File: src/verilog/ltr_pkg.sv
// Shared constants and types of the region latency, trigger and readout unit.
package ltr_pkg;

  // ----------------------------------------------------------------
  // Sizes
  // ----------------------------------------------------------------
  localparam int unsigned NUM_MEM = 8;
  localparam int unsigned IDX_W   = 3;
  localparam int unsigned STAMP_W = 9;
  localparam int unsigned NUM_PIX = 4;
  localparam int unsigned TOT_W   = 4;

  // ----------------------------------------------------------------
  // Codes and reset values
  // ----------------------------------------------------------------
  // Largest latency a 9-bit stamp can resolve, in bunch crossings.
  localparam logic [STAMP_W-1:0] MAX_LATENCY_BX = 9'h1ff;
  // Pulse-width code that marks a pixel without a hit.
  localparam logic [TOT_W-1:0]   TOT_NO_HIT     = 4'hf;
  localparam logic [STAMP_W-1:0] STAMP_RESET    = 9'h000;
  localparam logic [NUM_MEM-1:0] FREE_RESET     = 8'hff;
  localparam logic [IDX_W-1:0]   IDX_RESET      = 3'h0;

  // ----------------------------------------------------------------
  // Memory cell state
  // ----------------------------------------------------------------
  typedef enum logic [1:0] {
    LTR_IDLE      = 2'b00,
    LTR_TRIGGERED = 2'b01,
    LTR_READOUT   = 2'b10,
    LTR_CLEAR     = 2'b11
  } ltr_state_t;

endpackage : ltr_pkg

File: src/verilog/ltr_unit.sv
// Latency, trigger and readout unit shared by the four pixels of one region.
`timescale 1ns/1ns

module ltr_unit
(
  input  wire logic                                    CLK_SYS_I,
  input  wire logic                                    RST_I,
  input  wire logic [ltr_pkg::NUM_PIX-1:0]             HIT_LEADING_EDGE_I,
  input  wire logic [ltr_pkg::STAMP_W-1:0]             CROSSING_COUNTER_I,
  input  wire logic [ltr_pkg::STAMP_W-1:0]             DELAYED_CROSSING_REQUEST_I,
  input  wire logic                                    TRIGGER_I,
  input  wire logic [ltr_pkg::STAMP_W-1:0]             TRIGGER_ID_I,
  input  wire logic [ltr_pkg::STAMP_W-1:0]             TRIGGER_ID_REQUEST_I,
  input  wire logic                                    TWO_LEVEL_I,
  input  wire logic                                    TRUNCATE_I,
  input  wire logic                                    CLEAR_I,
  input  wire logic                                    TOKEN_I,
  input  wire logic [ltr_pkg::NUM_PIX*ltr_pkg::TOT_W-1:0] TOT_I,
  output logic      [ltr_pkg::IDX_W-1:0]               WR_INDEX_O,
  output logic                                         WR_VALID_O,
  output logic      [ltr_pkg::IDX_W-1:0]               RD_INDEX_O,
  output logic      [ltr_pkg::NUM_PIX*ltr_pkg::TOT_W-1:0] TOT_O,
  output logic                                         TOT_VALID_O,
  output logic                                         TOKEN_O,
  output logic      [ltr_pkg::NUM_MEM-1:0]             SLOT_FREE_O,
  output logic                                         HIT_DROPPED_O
);
  import ltr_pkg::*;

  // ----------------------------------------------------------------
  // Memory array and combinational decisions
  // ----------------------------------------------------------------
  // Nine bits cover latencies up to 511 crossings.
  logic       [STAMP_W-1:0] stamp [NUM_MEM];
  // Two-bit cell state: idle, triggered, readout, clear.
  ltr_state_t               state [NUM_MEM];
  logic       [NUM_MEM-1:0] free_mem;
  logic       [NUM_MEM-1:0] next_free;
  logic       [NUM_MEM-1:0] expire;
  logic       [NUM_MEM-1:0] id_match;
  logic       [IDX_W-1:0]   next_wr_index;
  logic                     next_wr_valid;
  logic       [IDX_W-1:0]   rd_sel;
  logic                     reading;
  logic                     do_write;
  logic                     rd_go;

  // Any pixel edge counts; busy pixels do not gate others.
  assign do_write = (|HIT_LEADING_EDGE_I) && WR_VALID_O;

  always_comb
  begin
    reading  = 1'b0;
    expire   = '0;
    id_match = '0;
    rd_sel   = IDX_RESET;
    for (int i = NUM_MEM - 1; i >= 0; i--)
    begin
      // Stamp compare against the delayed request.
      expire[i]   = !free_mem[i] && (state[i] == LTR_IDLE) && (stamp[i] == DELAYED_CROSSING_REQUEST_I);
      // Same comparator now checks the identifier request.
      id_match[i] = !free_mem[i] && (state[i] == LTR_TRIGGERED) && (stamp[i] == TRIGGER_ID_REQUEST_I);
      if (state[i] == LTR_READOUT)
      begin
        reading = 1'b1;
      end
      if (id_match[i])
      begin
        rd_sel = i[IDX_W-1:0];
      end
    end
  end

  // Only one cell reads at a time, and only while the token is here.
  assign rd_go = (|id_match) && TOKEN_I && !reading;

  always_comb
  begin
    next_wr_index = IDX_RESET;
    next_wr_valid = 1'b0;
    for (int i = 0; i < NUM_MEM; i++)
    begin
      next_free[i] = free_mem[i] && !(do_write && (WR_INDEX_O == i[IDX_W-1:0]));
      // No trigger at expiry frees the memory and its slots.
      if (expire[i] && !TRIGGER_I)
      begin
        next_free[i] = 1'b1;
      end
      if ((state[i] == LTR_READOUT) || ((state[i] == LTR_CLEAR) && CLEAR_I))
      begin
        next_free[i] = 1'b1;
      end
    end
    // The index is chosen from the post-write view so back-to-back edges never collide.
    for (int i = NUM_MEM - 1; i >= 0; i--)
    begin
      if (next_free[i])
      begin
        next_wr_index = i[IDX_W-1:0];
        next_wr_valid = 1'b1;
      end
    end
  end

  // ----------------------------------------------------------------
  // Memory cells
  // ----------------------------------------------------------------
  always_ff @(posedge CLK_SYS_I or posedge RST_I)
  begin
    if (RST_I)
    begin
      free_mem <= FREE_RESET;
      for (int i = 0; i < NUM_MEM; i++)
      begin
        stamp[i] <= STAMP_RESET;
        state[i] <= LTR_IDLE;
      end
    end
    else
    begin
      free_mem <= next_free;
      for (int i = 0; i < NUM_MEM; i++)
      begin
        unique case (state[i])
          LTR_IDLE:
          begin
            // Fresh cell takes the current crossing.
            if (do_write && (WR_INDEX_O == i[IDX_W-1:0]))
            begin
              stamp[i] <= CROSSING_COUNTER_I;
            end
            // Trigger at expiry labels the hits.
            else if (expire[i] && TRIGGER_I)
            begin
              stamp[i] <= TRIGGER_ID_I;
              // Clear state only for two-level or truncation.
              state[i] <= (TWO_LEVEL_I || TRUNCATE_I) ? LTR_CLEAR : LTR_TRIGGERED;
            end
          end
          LTR_TRIGGERED:
          begin
            // Lowest matching cell takes the readout.
            if (rd_go && (rd_sel == i[IDX_W-1:0]))
            begin
              state[i] <= LTR_READOUT;
            end
          end
          LTR_READOUT:
          begin
            state[i] <= LTR_IDLE;
          end
          LTR_CLEAR:
          begin
            // Two-level operation is only partly supported: a clear simply discards the event.
            if (CLEAR_I)
            begin
              state[i] <= LTR_IDLE;
            end
          end
        endcase
      end
    end
  end

  // ----------------------------------------------------------------
  // Slot indices and drop flag
  // ----------------------------------------------------------------
  always_ff @(posedge CLK_SYS_I or posedge RST_I)
  begin
    if (RST_I)
    begin
      WR_INDEX_O    <= IDX_RESET;
      WR_VALID_O    <= 1'b1;
      HIT_DROPPED_O <= 1'b0;
      SLOT_FREE_O   <= FREE_RESET;
    end
    else
    begin
      WR_INDEX_O    <= next_wr_index;
      WR_VALID_O    <= next_wr_valid;
      HIT_DROPPED_O <= (|HIT_LEADING_EDGE_I) && !WR_VALID_O;
      SLOT_FREE_O   <= next_free;
    end
  end

  // ----------------------------------------------------------------
  // Readout and token
  // ----------------------------------------------------------------
  always_ff @(posedge CLK_SYS_I or posedge RST_I)
  begin
    if (RST_I)
    begin
      RD_INDEX_O  <= IDX_RESET;
      TOT_O       <= {NUM_PIX{TOT_NO_HIT}};
      TOT_VALID_O <= 1'b0;
      TOKEN_O     <= 1'b0;
    end
    else
    begin
      // Pixels present the selected slot one cycle later.
      if (rd_go)
      begin
        RD_INDEX_O <= rd_sel;
      end
      // Unhit pixels show the all-ones code in the data.
      TOT_VALID_O <= reading;
      if (reading)
      begin
        TOT_O <= TOT_I;
      end
      // Token moves on unless this region holds it.
      TOKEN_O <= TOKEN_I && !rd_go && !reading;
    end
  end

  // ----------------------------------------------------------------
  // Checks
  // ----------------------------------------------------------------
  a_one_write: assert property (@(posedge CLK_SYS_I) disable iff (RST_I)
    $countones(free_mem & ~next_free) <= 1)
    else $error("More than one memory taken in a crossing.");

  a_write_stamp: assert property (@(posedge CLK_SYS_I) disable iff (RST_I)
    do_write |=> (!free_mem[$past(WR_INDEX_O)] && (stamp[$past(WR_INDEX_O)] == $past(CROSSING_COUNTER_I))))
    else $error("Leading edge did not store the crossing counter.");

  a_wr_free: assert property (@(posedge CLK_SYS_I) disable iff (RST_I)
    WR_VALID_O |-> free_mem[WR_INDEX_O])
    else $error("Write index points at an occupied memory.");

  a_drop_full: assert property (@(posedge CLK_SYS_I) disable iff (RST_I)
    ((|HIT_LEADING_EDGE_I) && !WR_VALID_O) |=> (HIT_DROPPED_O && (($past(free_mem) & ~free_mem) == '0)))
    else $error("Edge on full region was not dropped.");

  a_token_pass: assert property (@(posedge CLK_SYS_I) disable iff (RST_I)
    (TOKEN_I && !rd_go && !reading) |=> TOKEN_O)
    else $error("Read token not passed on.");

  for (genvar k = 0; k < NUM_MEM; k++)
  begin : g_chk
    a_release_free: assert property (@(posedge CLK_SYS_I) disable iff (RST_I)
      (expire[k] && !TRIGGER_I) |=> (free_mem[k] && SLOT_FREE_O[k] && (state[k] == LTR_IDLE)))
      else $error("Expired memory without trigger not released.");

    a_trig_store: assert property (@(posedge CLK_SYS_I) disable iff (RST_I)
      (expire[k] && TRIGGER_I && !TWO_LEVEL_I && !TRUNCATE_I)
        |=> (!free_mem[k] && (state[k] == LTR_TRIGGERED) && (stamp[k] == $past(TRIGGER_ID_I))))
      else $error("Triggered memory did not store the identifier.");

    a_readout_hold: assert property (@(posedge CLK_SYS_I) disable iff (RST_I)
      (state[k] == LTR_READOUT) |-> (!TOKEN_O && (RD_INDEX_O == k) ##1 (TOT_VALID_O && free_mem[k])))
      else $error("Readout did not hold the token and present data.");
  end

endmodule // ltr_unit

File: config.mk
export PLATFORM = sky130hd
export DESIGN_NAME = ltr_unit
export DESIGN_NICKNAME = d
export VERILOG_FILES = /design/src/verilog/ltr_pkg.sv /design/src/verilog/ltr_unit.sv
export SDC_FILE = /design/constraint.sdc
export NUM_CORES = 1
export LEC_CHECK = 0
export BUFFER_PORTS_ARGS = -buffer_cell sky130_fd_sc_hd__buf_2
export CORE_UTILIZATION = 60
export DETAILED_ROUTE_END_ITERATION = 10
export PLACE_DENSITY = 0.81
export REMOVE_ABC_BUFFERS = 1
export SETUP_SLACK_MARGIN = 0.5
export SLEW_MARGIN = 10
export SYNTH_ARGS = -nofsm -noshare
export SYNTH_HDL_FRONTEND = slang
export SYNTH_SLANG_ARGS = --single-unit
export TNS_END_PERCENT = 100
File: constraint.sdc
create_clock -name CLK_SYS_I -period 6.2 [get_ports CLK_SYS_I]
set_clock_uncertainty 0.05 [all_clocks]
set_input_delay 0.93 -clock CLK_SYS_I [delete_from_list [all_inputs] [get_ports CLK_SYS_I]]
set_output_delay 0.93 -clock CLK_SYS_I [all_outputs]
set_load 0.01 [all_outputs]
==> results.cfg <==
[synth]
synth_area_leaders = dfrtp_1 (31%), xor2_1 (11%), mux2_2 (10%)
async_reset_ff_frac = 1.00
synth_area_um2 = 7710
synth_edf_count = 0
synth_top_area_share = 0.315
synth_top_cells_by_count = xor2_1 (100), dfrtp_1 (97), nand2_1 (75), mux2_2 (71), nor2_1 (69)
yosysTopAreaCell = dfrtp_1
yosysWarnings = 0
syn_inst = 803
ys_types = 63
ys_ff_latch = 122
syn_avg_cell_area_um2 = 9.61
synth_flop_cell = dfrtp_1
yosysMostFrequentCell = xor2_1
ys_seq_area_frac = 0.400

[die]
die_height_um = 115
die_w_um = 115
initial_core_util = 0.614
rows = 41
core_um2 = 12600
die-area_um2 = 13300
ios = 97

[power]
peakVddDrop_mv = 0.259
seq_power_share = 0.400
p_leak_nw = 3.91
power.density_nw_per_um2 = 447
power_frac_comb = 0.378
p_sw_frac = 0.382
internal_power_mw = 2.43
pwr-share-clk = 0.222
p_sw_mw = 1.50

[worst_setup_path]
critical_path_class = in -> reg
critPathCaptureType = flop
setup.worst_path.start_class = input pin
crit_fanout = 12
cp.arrival_ns = 3.52
cp.required_ns = 6.48

[grt]
grt_usage = 0.342
grt_max_degree = 65
antenna_found_initial = 0
grt_first_pass_wirelength_mm = 33.7
overflow = 0
first_global_vias = 6217

[routing]
highest_layer = met4
first_pass_iters = 6
dr_total_vias = 6704
routed_wl_mm = 21.3
routedWlPerCell_um = 20.0
dr_wl_met3_mm = 1.97
wl_met1_mm = 8.80
vias_per_cell = 6.32
drc_errors = 0
met2_wirelength_mm = 9.69
drt_iter0_drc = 740
drtAntennaViolNets = 0

[timing]
finalCriticalPeriod_ns = 3.25
worst_pin_slew_ns = 1.15
max_freq_mhz = 308
tns_ns = 0
period_share = 0.524
finalSetupViolCount = 0
rsz0062_at_grt = false
setup_slack_ns = 2.95
hold_violations = 0
slew_headroom = 0.232
slew_viol_final = 0

[finish]
stdcell_count = 1061
antenna_cells = 0
fill_cells = 952
drive_gt1_frac = 0.265
area_delta_synth_final_pct = 14.1
num-nets-final = 942

[clocking]
insertion_delay_ns = 0.42
root_buffer = clkbuf_16
cts_buffer_depth = 2
cts_setup_buffers = 0
cts_made_buffers = 17
cts_sinks = 122
cts_resized = 0
cts_tree = done
hold_buffers = 0
clk_pin_slew_worst_paths_ns = 0.05
ctsHtreeMaxLevel = 4

[placed_design]
placed_cells = 1032
gp_congestion = 0.955
io_buffers = 96
hpwl_mm = 15.8
dp_slack_ns = 2.57

[status]
run_status = completed

[min_path]
worst_hold_path_type = reg -> reg

[run]
max_cap_viol_count = 0
-- layout by cell type, fill, tap and decap left out, types with 4 or more instances in the layout --
master     count
xor2_1       100
clkbuf_16     17
xnor2_1       44
a31oi_1       29
nor4_1        36
or3_1          4
nand2_1       75
nor4b_1        4
a21oi_1       31
nor2_1        69
nand2b_1       5
and2_1         4
o31ai_1        5
clkinv_2       4
mux2i_1       18
and3_1         7
nand4_1       20
mux2_2        71
o21ai_0       11
nor2b_1        5
inv_1         16
clkbuf_1       4
dfrtp_1       97
a211oi_2       4
clkbuf_8       4
dfstp_2       25
buf_2         96
nand3_1       16
-- logic make-up after synthesis --
family | Yosys count | synth area share
DFF | 122 | 0.400
muxes | 89 | 0.127
AOI/OAI and AO/OA | 125 | 0.110
xor gates and xnor gates | 144 | 0.164
and+or+nand+nor | 262 | 0.168
buffers and inverters | 61 | 0.0316
-- power groups by stage --
| stage | clock (mW) | combinational (mW) | sequential, mW |
|---|---|---|---|
| after floorplan | 0 | 1.03 | 1.52 |
| after global placement | 0 | 1.41 | 1.55 |
| after detailed placement | 0 | 1.45 | 1.56 |
| after CTS | 0.877 | 1.47 | 1.55 |
| after global routing | 0.920 | 1.64 | 1.61 |
| final | 0.872 | 1.49 | 1.57 |
-- stage by stage --
step	util	hold WS [ns]	total power [mW]	area, um^2
final	0.700	0.455	3.93	8800
after global routing	0.700	0.493	4.17	8800
after CTS	0.700	0.459	3.90	8790
after detailed placement	0.659	0.447	3.02	8280
after global placement	0.659	0.440	2.96	8280
after floorplan	-	0.446	2.54	7540
-- metal layers --
metal	vias up	GRT usage
met4	0	0.154
met5	-	0
met3	75	0.0828
li1	3006	-
met2	411	0.531
met1	3212	0.454
-- layout make-up --
| class | count | area, um^2 | share of cell area |
|---|---|---|---|
| clock inverters | 4 | 20.0 | 0.00228 |
| clock buffers | 25 | 495 | 0.0563 |
| multi-input cells | 620 | 4410 | 0.501 |
| flip-flops and latches | 122 | 3080 | 0.351 |
| inverters | 19 | 73.8 | 0.00839 |
| well taps | 172 | 215 | 0.0245 |
| repair buffers | 99 | 503 | 0.0572 |
-- worst max-delay path: stages --
cell	delay [ns]
buf_2	0.09
o41a_1	0.28
nand4_1	0.67
a22oi_1	0.49
nand2_1	0.09
nor4b_1	0.38
or4b_2	0.61
-- worst paths after layout --
| check | from | end | slack, ns | cells past startpoint |
|---|---|---|---|---|
| worst min register to register | RD_INDEX_O[0] | RD_INDEX_O[0] | 0.45 | 1 |
| worst min-delay path | RD_INDEX_O[0] | RD_INDEX_O[0] | 0.45 | 1 |
| worst max-delay path | HIT_LEADING_EDGE_I[1] | WR_VALID_O | 2.95 | 7 |
| max in group asynchronous | RST_I | TOKEN_O | 4.27 | 3 |
| worst max register to register | WR_VALID_O | WR_VALID_O | 3.00 | 6 |
| min in group asynchronous | RST_I | stamp[11] | 0.58 | 2 |
-- state kept, by name, summed over array words and instances, names as in the netlist --
register,count
stamp,72
TOT_O,16
state,16
SLOT_FREE_O,8
RD_INDEX_O,3
WR_INDEX_O,3
HIT_DROPPED_O,1
TOKEN_O,1
TOT_VALID_O,1
WR_VALID_O,1
Note: power is estimated with default switching activity, not from simulation.
